<file path="src/rtl/tce_pkg.sv">
// Shared constants and types of the transfer controller end-state block.
// Assumes a 32-bit memory bus with byte addresses and eight sources.
package tce_pkg;

	// ----------------------------------------------------------------
	// Sizes
	// ----------------------------------------------------------------
	localparam int NSRC = 8;
	localparam int VEC_W = 3;
	localparam int DATA_W = 32;
	localparam int FIFO_DEPTH = 16;

	// ----------------------------------------------------------------
	// Register offsets (byte addresses)
	// ----------------------------------------------------------------
	localparam logic [7:0] OFF_VBASE = 8'h00;
	localparam logic [7:0] OFF_START = 8'h04;
	localparam logic [7:0] OFF_ADMOD = 8'h08;
	localparam logic [7:0] OFF_STATUS = 8'h0c;
	localparam logic [7:0] OFF_ENABLE = 8'h40;
	localparam logic [31:0] VBASE_RST = 32'h0000_0000;

	// ----------------------------------------------------------------
	// Transfer information layout
	// ----------------------------------------------------------------
	localparam int INFO_MRA_LO = 24;
	localparam int INFO_MRB_LO = 16;
	localparam logic [1:0] INFO_LAST = 2'h3;
	localparam logic [31:0] INFO_BYTES = 32'h0000_0010;
	localparam logic [31:0] WORD_BYTES = 32'h0000_0004;
	localparam int SHORT_ADDR_W = 24;
	localparam int MRA_MD_HI = 7;
	localparam int MRA_MD_LO = 6;
	localparam int MRA_SZ_HI = 5;
	localparam int MRA_SZ_LO = 4;
	localparam int MRA_SM_HI = 3;
	localparam int MRA_SM_LO = 2;
	localparam int MRB_CHAIN_ENABLE_BIT = 7;
	localparam int MRB_CHAIN_CONDITION_BIT = 6;
	localparam int MRB_DTS = 4;
	localparam int MRB_DM_HI = 3;
	localparam int MRB_DM_LO = 2;
	localparam logic [1:0] MD_NORMAL = 2'h0;
	localparam logic [1:0] MD_REPEAT = 2'h1;
	localparam logic [1:0] MD_BLOCK = 2'h2;

	typedef enum logic [2:0] {
		ST_IDLE, ST_VEC, ST_INFO, ST_RD, ST_WR, ST_END, ST_WB, ST_FIN
	} tce_state_type;

endpackage : tce_pkg

</file>
<file path="src/rtl/tce_fifo.sv">
// Synchronous FIFO with valid and ready on both sides.
// Assumes one clock; ce low freezes it.
`timescale 1ns/100ps
`default_nettype none
module tce_fifo #(
	parameter int WIDTH = 32,
	parameter int DEPTH = 16
) (
	input wire logic clk,
	input wire logic reset_n,
	input wire logic ce,
	input wire logic in_valid,
	output logic in_ready,
	input wire logic [WIDTH-1:0] in_data,
	output logic out_valid,
	input wire logic out_ready,
	output logic [WIDTH-1:0] out_data
);
	localparam int AW = $clog2(DEPTH);

	typedef struct packed {
		logic [DEPTH-1:0][WIDTH-1:0] mem;
		logic [AW-1:0] wp;
		logic [AW-1:0] rp;
		logic [AW:0] cnt;
	} tce_fifo_state_type;

	tce_fifo_state_type r_q;
	tce_fifo_state_type r_d;
	logic push;
	logic pop;

	assign in_ready = r_q.cnt != (AW+1)'(DEPTH);
	assign out_valid = r_q.cnt != '0;
	assign out_data = r_q.mem[r_q.rp];
	assign push = in_valid && in_ready;
	assign pop = out_valid && out_ready;

	always_comb
	begin
		r_d = r_q;
		if (push)
		begin
			r_d.mem[r_q.wp] = in_data;
			r_d.wp = r_q.wp + 1'b1;
		end
		if (pop)
			r_d.rp = r_q.rp + 1'b1;
		if (push && !pop)
			r_d.cnt = r_q.cnt + 1'b1;
		else if (pop && !push)
			r_d.cnt = r_q.cnt - 1'b1;
	end

	always_ff @(posedge clk)
	begin
		if (!reset_n)
			r_q <= '0;
		else if (ce)
			r_q <= r_d;
	end
endmodule : tce_fifo
`default_nettype wire

</file>
<file path="src/rtl/tce_arb.sv">
// Picks the lowest-numbered pending activation source.
// Assumes requests come from logic on the same clock.
`timescale 1ns/100ps
`default_nettype none
module tce_arb (
	input wire logic clk,
	input wire logic reset_n,
	input wire logic ce,
	input wire logic [tce_pkg::NSRC-1:0] req,
	output logic valid,
	output logic [tce_pkg::VEC_W-1:0] vec
);
	import tce_pkg::*;

	typedef struct packed {
		logic valid;
		logic [VEC_W-1:0] vec;
	} tce_arb_state_type;

	tce_arb_state_type r_q;
	tce_arb_state_type r_d;

	assign valid = r_q.valid;
	assign vec = r_q.vec;

	always_comb
	begin
		r_d = '0;
		for (int i = NSRC - 1; i >= 0; i--)
			if (req[i])
			begin
				r_d.valid = 1'b1;
				r_d.vec = VEC_W'(i);
			end
	end

	always_ff @(posedge clk)
	begin
		if (!reset_n)
			r_q <= '0;
		else if (ce)
			r_q <= r_d;
	end
endmodule : tce_arb
`default_nettype wire

</file>
<file path="src/rtl/tce_ctrl.sv">
// Transfer controller: vector fetch, unit/repeat/block moves, end state.
// Assumes an Avalon-MM register master and a memory bus that holds
// mem_ack high for one cycle per accepted request.
`timescale 1ns/100ps
`default_nettype none
module tce_ctrl (
	input wire logic clk,
	input wire logic reset_n,
	input wire logic ce,
	input wire logic [tce_pkg::NSRC-1:0] act_req,
	input wire logic [7:0] avs_address,
	input wire logic avs_read,
	input wire logic avs_write,
	input wire logic [31:0] avs_writedata,
	input wire logic [3:0] avs_byteenable,
	output logic [31:0] avs_readdata,
	output logic avs_waitrequest,
	output logic mem_req,
	output logic mem_we,
	output logic [31:0] mem_addr,
	output logic [31:0] mem_wdata,
	input wire logic [31:0] mem_rdata,
	input wire logic mem_ack,
	output logic busy
);
	import tce_pkg::*;

	// ----------------------------------------------------------------
	// State
	// ----------------------------------------------------------------
	typedef struct packed {
		tce_state_type st;
		logic waitreq;
		logic [31:0] rdata;
		logic [NSRC-1:0] en;
		logic [NSRC-1:0] pend;
		logic [31:0] vbase;
		logic start;
		logic short_mode;
		logic [VEC_W-1:0] vec;
		logic [31:0] ptr;
		logic [1:0] idx;
		logic [7:0] mode_reg_a;
		logic [7:0] mode_reg_b;
		logic [31:0] sar;
		logic [31:0] dar;
		logic [15:0] transfer_count_reg;
		logic [15:0] block_count_reg;
		logic [8:0] rd_left;
		logic [8:0] wr_left;
		logic done;
		logic mreq;
		logic mwe;
		logic [31:0] maddr;
		logic [31:0] mwdata;
		logic busy;
	} tce_ctl_type;

	tce_ctl_type r_q;
	tce_ctl_type r_d;

	logic arb_valid;
	logic [VEC_W-1:0] arb_vec;
	logic f_in_valid;
	logic f_in_ready;
	logic f_out_valid;
	logic f_out_ready;
	logic [31:0] f_out_data;

	// ----------------------------------------------------------------
	// Helpers
	// ----------------------------------------------------------------
	function automatic logic [31:0] addr_step(logic [31:0] a,
		logic [1:0] am, logic [1:0] sz);
		logic [31:0] s;
		s = 32'h1 << sz;
		if (!am[1])
			return a;
		else if (am[0])
			return a - s;
		else
			return a + s;
	endfunction : addr_step

	// Undo n steps, giving back the area's initial address
	function automatic logic [31:0] addr_restore(logic [31:0] a,
		logic [1:0] am, logic [1:0] sz, logic [8:0] n);
		logic [31:0] amt;
		amt = {23'h0, n} << sz;
		if (!am[1])
			return a;
		else if (am[0])
			return a + amt;
		else
			return a - amt;
	endfunction : addr_restore

	// Zero stands for 256 units
	function automatic logic [8:0] units(logic [7:0] b);
		return (b == 8'h00) ? 9'h100 : {1'b0, b};
	endfunction : units

	function automatic logic [31:0] bmask(logic [31:0] old,
		logic [31:0] wd, logic [3:0] be);
		logic [31:0] res;
		res = old;
		for (int i = 0; i < 4; i++)
			if (be[i])
				res[i*8 +: 8] = wd[i*8 +: 8];
		return res;
	endfunction : bmask

	// ----------------------------------------------------------------
	// Submodules
	// ----------------------------------------------------------------
	tce_arb u_arb (
		.clk(clk),
		.reset_n(reset_n),
		.ce(ce),
		.req(r_q.pend & r_q.en),
		.valid(arb_valid),
		.vec(arb_vec)
	);

	tce_fifo #(
		.WIDTH(DATA_W),
		.DEPTH(FIFO_DEPTH)
	) u_fifo (
		.clk(clk),
		.reset_n(reset_n),
		.ce(ce),
		.in_valid(f_in_valid),
		.in_ready(f_in_ready),
		.in_data(mem_rdata),
		.out_valid(f_out_valid),
		.out_ready(f_out_ready),
		.out_data(f_out_data)
	);

	assign f_in_valid = (r_q.st == ST_RD) && mem_ack && r_q.mreq;
	assign f_out_ready = (r_q.st == ST_WR) && mem_ack && r_q.mreq;

	assign avs_readdata = r_q.rdata;
	assign avs_waitrequest = r_q.waitreq;
	assign mem_req = r_q.mreq;
	assign mem_we = r_q.mwe;
	assign mem_addr = r_q.maddr;
	assign mem_wdata = r_q.mwdata;
	assign busy = r_q.busy;

	// ----------------------------------------------------------------
	// Next state
	// ----------------------------------------------------------------
	always_comb
	begin
		logic [1:0] md;
		logic [1:0] sz;
		logic [1:0] sm;
		logic [1:0] dm;
		logic [VEC_W-1:0] ev;
		logic [NSRC-1:0] clr;
		logic [15:0] cnt;
		md = r_q.mode_reg_a[MRA_MD_HI:MRA_MD_LO];
		sz = r_q.mode_reg_a[MRA_SZ_HI:MRA_SZ_LO];
		sm = r_q.mode_reg_a[MRA_SM_HI:MRA_SM_LO];
		dm = r_q.mode_reg_b[MRB_DM_HI:MRB_DM_LO];
		ev = avs_address[VEC_W+1:2];
		clr = '0;
		cnt = r_q.transfer_count_reg;
		r_d = r_q;

		case (r_q.st)
			ST_IDLE:
			begin
				if (arb_valid && r_q.start
					&& r_q.en[arb_vec] && r_q.pend[arb_vec])
				begin
					r_d.vec = arb_vec;
					clr[arb_vec] = 1'b1;
					r_d.maddr = r_q.vbase + ({29'h0, arb_vec} << 2);
					r_d.mreq = 1'b1;
					r_d.mwe = 1'b0;
					r_d.st = ST_VEC;
				end
			end
			ST_VEC:
			begin
				if (mem_ack)
				begin
					// Short mode holds 24-bit pointers, sign extended
					if (r_q.short_mode)
						r_d.ptr = {{(32-SHORT_ADDR_W){mem_rdata[23]}},
							mem_rdata[SHORT_ADDR_W-1:0]};
					else
						r_d.ptr = mem_rdata;
					r_d.maddr = r_d.ptr;
					r_d.idx = 2'h0;
					r_d.st = ST_INFO;
				end
			end
			ST_INFO:
			begin
				if (mem_ack)
				begin
					case (r_q.idx)
						2'h0:
						begin
							r_d.mode_reg_a = mem_rdata[INFO_MRA_LO +: 8];
							r_d.mode_reg_b = mem_rdata[INFO_MRB_LO +: 8];
						end
						2'h1: r_d.sar = mem_rdata;
						2'h2: r_d.dar = mem_rdata;
						default:
						begin
							r_d.transfer_count_reg = mem_rdata[31:16];
							r_d.block_count_reg = mem_rdata[15:0];
						end
					endcase
					if (r_q.idx == INFO_LAST)
					begin
						r_d.mreq = 1'b0;
						// One unit per activation except a whole block
						if (md == MD_BLOCK)
							r_d.rd_left = units(mem_rdata[31:24]);
						else
							r_d.rd_left = 9'h001;
						r_d.wr_left = r_d.rd_left;
						r_d.st = ST_RD;
					end
					else
					begin
						r_d.idx = r_q.idx + 2'h1;
						r_d.maddr = r_q.maddr + WORD_BYTES;
					end
				end
			end
			ST_RD:
			begin
				if (r_q.mreq)
				begin
					if (mem_ack)
					begin
						r_d.mreq = 1'b0;
						r_d.sar = addr_step(r_q.sar, sm, sz);
						r_d.rd_left = r_q.rd_left - 9'h001;
					end
				end
				else if (r_q.rd_left != 9'h000 && f_in_ready)
				begin
					r_d.mreq = 1'b1;
					r_d.mwe = 1'b0;
					r_d.maddr = r_q.sar;
				end
				else
					r_d.st = ST_WR;
			end
			ST_WR:
			begin
				if (r_q.mreq)
				begin
					if (mem_ack)
					begin
						r_d.mreq = 1'b0;
						r_d.dar = addr_step(r_q.dar, dm, sz);
						r_d.wr_left = r_q.wr_left - 9'h001;
					end
				end
				else if (r_q.wr_left == 9'h000)
					r_d.st = ST_END;
				else if (f_out_valid)
				begin
					r_d.mreq = 1'b1;
					r_d.mwe = 1'b1;
					r_d.maddr = r_q.dar;
					r_d.mwdata = f_out_data;
				end
				else
					r_d.st = ST_RD;
			end
			ST_END:
			begin
				r_d.done = 1'b0;
				if (md == MD_REPEAT)
				begin
					cnt[7:0] = r_q.transfer_count_reg[7:0] - 8'h01;
					if (cnt[7:0] == 8'h00)
					begin
						cnt[7:0] = r_q.transfer_count_reg[15:8];
						if (r_q.mode_reg_b[MRB_DTS])
							r_d.sar = addr_restore(r_q.sar, sm, sz,
								units(r_q.transfer_count_reg[15:8]));
						else
							r_d.dar = addr_restore(r_q.dar, dm, sz,
								units(r_q.transfer_count_reg[15:8]));
					end
					r_d.transfer_count_reg = cnt;
				end
				else if (md == MD_BLOCK)
				begin
					// Block size counter untouched, so it is already restored
					if (r_q.mode_reg_b[MRB_DTS])
						r_d.sar = addr_restore(r_q.sar, sm, sz,
							units(r_q.transfer_count_reg[15:8]));
					else
						r_d.dar = addr_restore(r_q.dar, dm, sz,
							units(r_q.transfer_count_reg[15:8]));
					r_d.block_count_reg = r_q.block_count_reg - 16'h0001;
					r_d.done = r_d.block_count_reg == 16'h0000;
				end
				else
				begin
					r_d.transfer_count_reg = r_q.transfer_count_reg - 16'h0001;
					r_d.done = r_d.transfer_count_reg == 16'h0000;
				end
				// Mode word is never written back
				r_d.idx = 2'h1;
				r_d.maddr = r_q.ptr + WORD_BYTES;
				r_d.mwdata = r_d.sar;
				r_d.mreq = 1'b1;
				r_d.mwe = 1'b1;
				r_d.st = ST_WB;
			end
			ST_WB:
			begin
				if (mem_ack)
				begin
					if (r_q.idx == INFO_LAST)
					begin
						r_d.mreq = 1'b0;
						r_d.st = ST_FIN;
					end
					else
					begin
						r_d.idx = r_q.idx + 2'h1;
						r_d.maddr = r_q.maddr + WORD_BYTES;
						r_d.mwdata = (r_q.idx == 2'h1) ? r_q.dar
							: {r_q.transfer_count_reg, r_q.block_count_reg};
					end
				end
			end
			default:
			begin
				// Condition bit set chains only once the count is spent
				if (r_q.mode_reg_b[MRB_CHAIN_ENABLE_BIT]
					&& (!r_q.mode_reg_b[MRB_CHAIN_CONDITION_BIT] || r_q.done))
				begin
					r_d.ptr = r_q.ptr + INFO_BYTES;
					r_d.maddr = r_d.ptr;
					r_d.idx = 2'h0;
					r_d.mreq = 1'b1;
					r_d.mwe = 1'b0;
					r_d.st = ST_INFO;
				end
				else
				begin
					if (r_q.done)
						r_d.en[r_q.vec] = 1'b0;
					r_d.st = ST_IDLE;
				end
			end
		endcase

		// A request in the cycle its pending bit clears is kept
		r_d.pend = (r_q.pend & ~clr) | (act_req & r_q.en);
		r_d.busy = r_d.st != ST_IDLE;

		// ------------------------------------------------------------
		// Avalon slave: one wait cycle, then the access completes
		// ------------------------------------------------------------
		if ((avs_read || avs_write) && r_q.waitreq)
		begin
			r_d.waitreq = 1'b0;
			r_d.rdata = 32'h0000_0000;
			if (!avs_read)
				r_d.rdata = 32'h0000_0000;
			else if (avs_address == OFF_VBASE)
				r_d.rdata = r_q.vbase;
			else if (avs_address == OFF_START)
				r_d.rdata = {31'h0, r_q.start};
			else if (avs_address == OFF_ADMOD)
				r_d.rdata = {31'h0, r_q.short_mode};
			else if (avs_address == OFF_STATUS)
				r_d.rdata = {16'h0, r_q.pend, 3'h0, r_q.busy,
					1'b0, r_q.vec};
			else if (avs_address[7:5] == OFF_ENABLE[7:5]
				&& avs_address[1:0] == 2'h0)
				r_d.rdata = {31'h0, r_q.en[ev]};
		end
		else if (!r_q.waitreq)
		begin
			r_d.waitreq = 1'b1;
			if (avs_write)
			begin
				if (avs_address == OFF_VBASE)
					r_d.vbase = bmask(r_q.vbase, avs_writedata,
						avs_byteenable);
				else if (avs_address == OFF_START && avs_byteenable[0])
					r_d.start = avs_writedata[0];
				else if (avs_address == OFF_ADMOD && avs_byteenable[0])
					r_d.short_mode = avs_writedata[0];
				else if (avs_address[7:5] == OFF_ENABLE[7:5]
					&& avs_address[1:0] == 2'h0 && avs_byteenable[0])
					r_d.en[ev] = avs_writedata[0];
			end
		end
	end

	// ----------------------------------------------------------------
	// Registers
	// ----------------------------------------------------------------
	always_ff @(posedge clk)
	begin
		if (!reset_n)
		begin
			r_q <= '0;
			r_q.st <= ST_IDLE;
			r_q.waitreq <= 1'b1;
			r_q.vbase <= VBASE_RST;
		end
		else if (ce)
			r_q <= r_d;
	end
endmodule : tce_ctrl
`default_nettype wire

</file>
<file path="config.mk">
export PLATFORM = sky130hd
export DESIGN_NAME = tce_ctrl
export DESIGN_NICKNAME = d
export VERILOG_FILES = /design/src/rtl/tce_pkg.sv /design/src/rtl/tce_fifo.sv /design/src/rtl/tce_arb.sv /design/src/rtl/tce_ctrl.sv
export SDC_FILE = /design/constraint.sdc
export NUM_CORES = 2
export LEC_CHECK = 0
export BUFFER_PORTS_ARGS = -buffer_cell sky130_fd_sc_hd__buf_2
export CAP_MARGIN = 10
export CORE_ASPECT_RATIO = 0.9
export CORE_MARGIN = 5
export CORE_UTILIZATION = 35
export DETAILED_ROUTE_END_ITERATION = 10
export GPL_ROUTABILITY_DRIVEN = 0
export GPL_TIMING_DRIVEN = 1
export SETUP_SLACK_MARGIN = 0.3
export SYNTH_ARGS = -nofsm -noshare
export SYNTH_HDL_FRONTEND = slang
export SYNTH_SLANG_ARGS = --single-unit
</file>
<file path="constraint.sdc">
create_clock -name clk -period 6.5 [get_ports clk]
set_clock_uncertainty 0.2 [all_clocks]
set_input_delay 0.975 -clock clk [delete_from_list [all_inputs] [get_ports clk]]
set_output_delay 0.975 -clock clk [all_outputs]
set_load 0.01 [all_outputs]
</file>
==> results by group <==
Timing
  – Max Freq: ~170 MHz
  – Pin slew with the least headroom to its limit: 1.24 ns
  – Minimum clock period: 5.78 ns
  – RSZ-0062 raised after global routing: no
  – Setup tns final: 0 ns
  – Final worst setup slack: 0.718 ns
  – Final Hold Fails: 0
  – Fin. max-slew vios: 0
  – Final Cycle Share: 0.890
  – Worst rel slew slack: 0.172
  – Hold_ws: 0.251 ns
  – Setup Viol. Count Final: 0

Pwr
  – Worst vdd ir: roughly 0.22 mV
  – Sequential share of power: 0.450
  – Leak pwr: around 19 nW
  – P_sw: 3.18 mW
  – Internal power: between 8 and 9 mW
  – Clock share of power: 0.470
  – Combinational power share: 0.081
  – PD cells: 215 mW/mm2
  – Tot Pwr: 11.7 mW
  – Sw frac: 0.272

Floorplanning
  – Core area: 0.141 mm2
  – Initial Util: 0.351
  – Die width: around 400 um
  – Row count: 131
  – Die area: roughly 0.15 mm2
  – DIE HEIGHT: 367 um
  – Io pins: 190

Route
  – Post-Route WL: 198000 um
  – Vias per std cell: 5.93
  – Average routed wire per standard cell: between 20 and 25 um
  – DR DRC count: 0
  – DR vias: approximately 49000
  – Iteration-0 DRC Markers: about 5900
  – Antenna-violating nets left: 0
  – Initial DRT Pass Iterations: 8

Yosys
  – Synth warn: 0
  – Mapped cell area: 0.0496 mm2
  – Area share of the leading cell type in the synthesized netlist: 0.341
  – Area leader, netlist: dfxtp_1
  – Asr flop ratio synth: 0
  – Post-synth EDFFs: 0
  – Synth cell types: 96
  – Syn Nets: slightly below 7000
  – Seq/Total Area, Yosys: 0.341
  – Dominant cells by area after synthesis: dfxtp_1 (34%), nand2_1 (11%), a21oi_1 (9.4%)
  – Flops & latches, synth: roughly 850
  – Post-synth top flop: dfxtp_1
  – Syn Area/Cell: 7.60 um2
  – Mapped Cells: 6531

Placed design
  – Setup WS pre-CTS: 0.545 ns
  – Buffers on Ports: 189
  – # placed instances: 8063
  – DP Wirelength: 132000 um

Layout
  – Non-filler cells, final: 8236
  – Share of layout cells above drive strength 1: 0.103
  – Commonest cells after routing, fill and taps aside: nand2_1 (1515), a21oi_1 (931), dfxtp_1 (840)
  – Commonest non-fill, non-tap cell in the layout: nand2_1
  – Area delta synth->final: 9.58%
  – Nets: ~6500

Global route
  – Vias in the first global route: 44600
  – Total GRT Usage: 0.253
  – First-pass GRT wire length: 289000 um
  – Grt total ovfl: 0
  – Largest net degree at the start of global routing: 191
  – Initial antenna violation count: 11

Critical path
  – WP depth: 18
  – Slowest stage delay, CP: 0.59 ns
  – Arr. time, crit path: approximately 6.2 ns
  – CP startpoint kind: flop
  – CP Cell Sequence: mux2i_1 -> o22ai_1 -> nor3_1 -> nor3b_1 -> nor3b_1 -> nor2_1 -> xor2_1 -> ha_1 -> o211ai_1 -> o21ai_0 -> o211ai_1 -> o31ai_1 -> a21oi_1 -> o21ai_0 -> xor2_1 -> nand2_1 -> a21oi_1 -> o221a_2
  – Endpoint class of the critical path: flop
  – Reg2reg start: r_q[195]
  – Crit Reg-Reg Endpoint: r_q[176]
  – Critical path buffer and inverter count: 0
  – CP startpoint: r_q[195]
  – WS Path Type: reg -> reg
  – R2R depth: 18
  – Critical path's top delay family: compound AO/OA/AOI/OAI gates
  – R2r setup slk: 0.72 ns
  – CP max stage cell: o31ai_1
  – Worst setup endpoint: r_q[176]
  – Crit path max fanout: 8
  – CP required: 6.95 ns

Clock network
  – Root Buffer: clkbuf_16
  – H-tree lvl count: 3
  – Clock transition at path regs: 0.07 ns
  – CTS Sinks: 845
  – Clock Latency Late Sink: 0.75 ns
  – Total CTS buffers: 92
  – Post-CTS setup buffers: 0
  – Max Root-Sink Buffers: 3
  – CTS tree: yes

Run status
  – Status: finished clean

Worst hold path
  – HP Class: reg -> reg

Run
  – Maxcap violations: 0
-- power by group through the flow --
stage	combinational [mW]	clock (mW)	sequential [mW]
global route	1.00	5.77	5.25
detailed placement	0.910	0	5.36
finish	0.942	5.48	5.25
global placement	0.905	0	5.36
CTS	0.914	5.55	5.25
floorplan	0.615	0	5.34
-- cell usage after synthesis (93+ instances only) --
library cell / instances
mux4_2: 130
ha_1: 153
dfxtp_1: 845
o21ai_0: 346
nand3_1: 101
nor3_1: 93
a21oi_1: 932
clkbuf_1: 465
xor2_1: 109
buf_4: 98
nor2_1: 462
mux2i_1: 135
xnor2_1: 117
nand2_1: 1518
-- area by class of cell --
type	count	area, um2
tap	1862	2330
clock inverter	40	507
multi-input combinational	4976	29900
inverter	90	345
sequential	845	16900
timing repair buffer	290	1770
antenna	4	10.0
fill	14600	86900
clock buffer	129	2630
-- stage by stage --
stage | instance area (um2) | util
3_5_place_dp | 51200 | 0.363
6_report | 54400 | 0.385
4_1_cts | 54400 | 0.385
5_1_grt | 54400 | 0.385
3_3_place_gp | 51200 | 0.363
2_1_floorplan | 49600 | -
-- metal layers --
metal / track usage / vias up / routed length [um] / share of wire
li1: - / 22400 / - / -
met1: 0.332 / 23600 / 80200 / 0.41
met2: 0.391 / 2348 / 87000 / 0.44
met3: 0.0554 / 513 / 19000 / 0.096
met4: 0.125 / 0 / 11700 / 0.059
met5: 0 / - / 0 / 0
-- kinds of logic after synthesis --
family,after synthesis,share of synthesized area
compound gates,1865,0.222
buf+inv,710,0.0618
fa+ha+maj,159,0.0410
simple gates,2453,0.207
xor+xnor,226,0.0399
mux,273,0.0881
flops,845,0.341
-- worst min-delay path by stage --
stage,start,end,slack [ns],cells past startpoint
floorplan,u_fifo.r_q[503],u_fifo.r_q[503],0.23,2
global placement,u_fifo.r_q[503],u_fifo.r_q[503],0.24,2
detailed placement,u_fifo.r_q[193],u_fifo.r_q[193],0.24,2
CTS,avs_writedata[21],r_q[258],0.24,3
global route,u_fifo.r_q[110],u_fifo.r_q[110],0.27,2
finish,u_fifo.r_q[118],u_fifo.r_q[118],0.25,2
-- worst register-to-register path, stage by stage (launching register included) --
cell	delay (ns)
dfxtp_1	0.54
mux2i_1	0.29
o22ai_1	0.22
nor3_1	0.32
nor3b_1	0.39
nor3b_1	0.43
nor2_1	0.09
xor2_1	0.16
ha_1	0.35
o211ai_1	0.09
o21ai_0	0.52
o211ai_1	0.26
o31ai_1	0.59
a21oi_1	0.27
o21ai_0	0.25
xor2_1	0.23
nand2_1	0.09
a21oi_1	0.20
o221a_2	0.21
-- sequential cells by signal, summed over array words and instances, names as in the netlist --
| signal | flops |
|---|---|
| mem_req | 1 |
| mem_we | 1 |
| r_q | 216 |
| avs_readdata | 32 |
| u_fifo.r_q | 525 |
| u_arb.vec | 3 |
| u_arb.valid | 1 |
| avs_waitrequest | 1 |
| busy | 1 |
| mem_wdata | 32 |
| mem_addr | 32 |
-- timing repair --
item	4_1_cts	5_1_grt
setup endpoints to repair	0	9
hold endpoints to repair	0	0
gates resized for setup	0	4
hold buffers	0	0
Note: power is estimated with default switching activity, not from simulation.
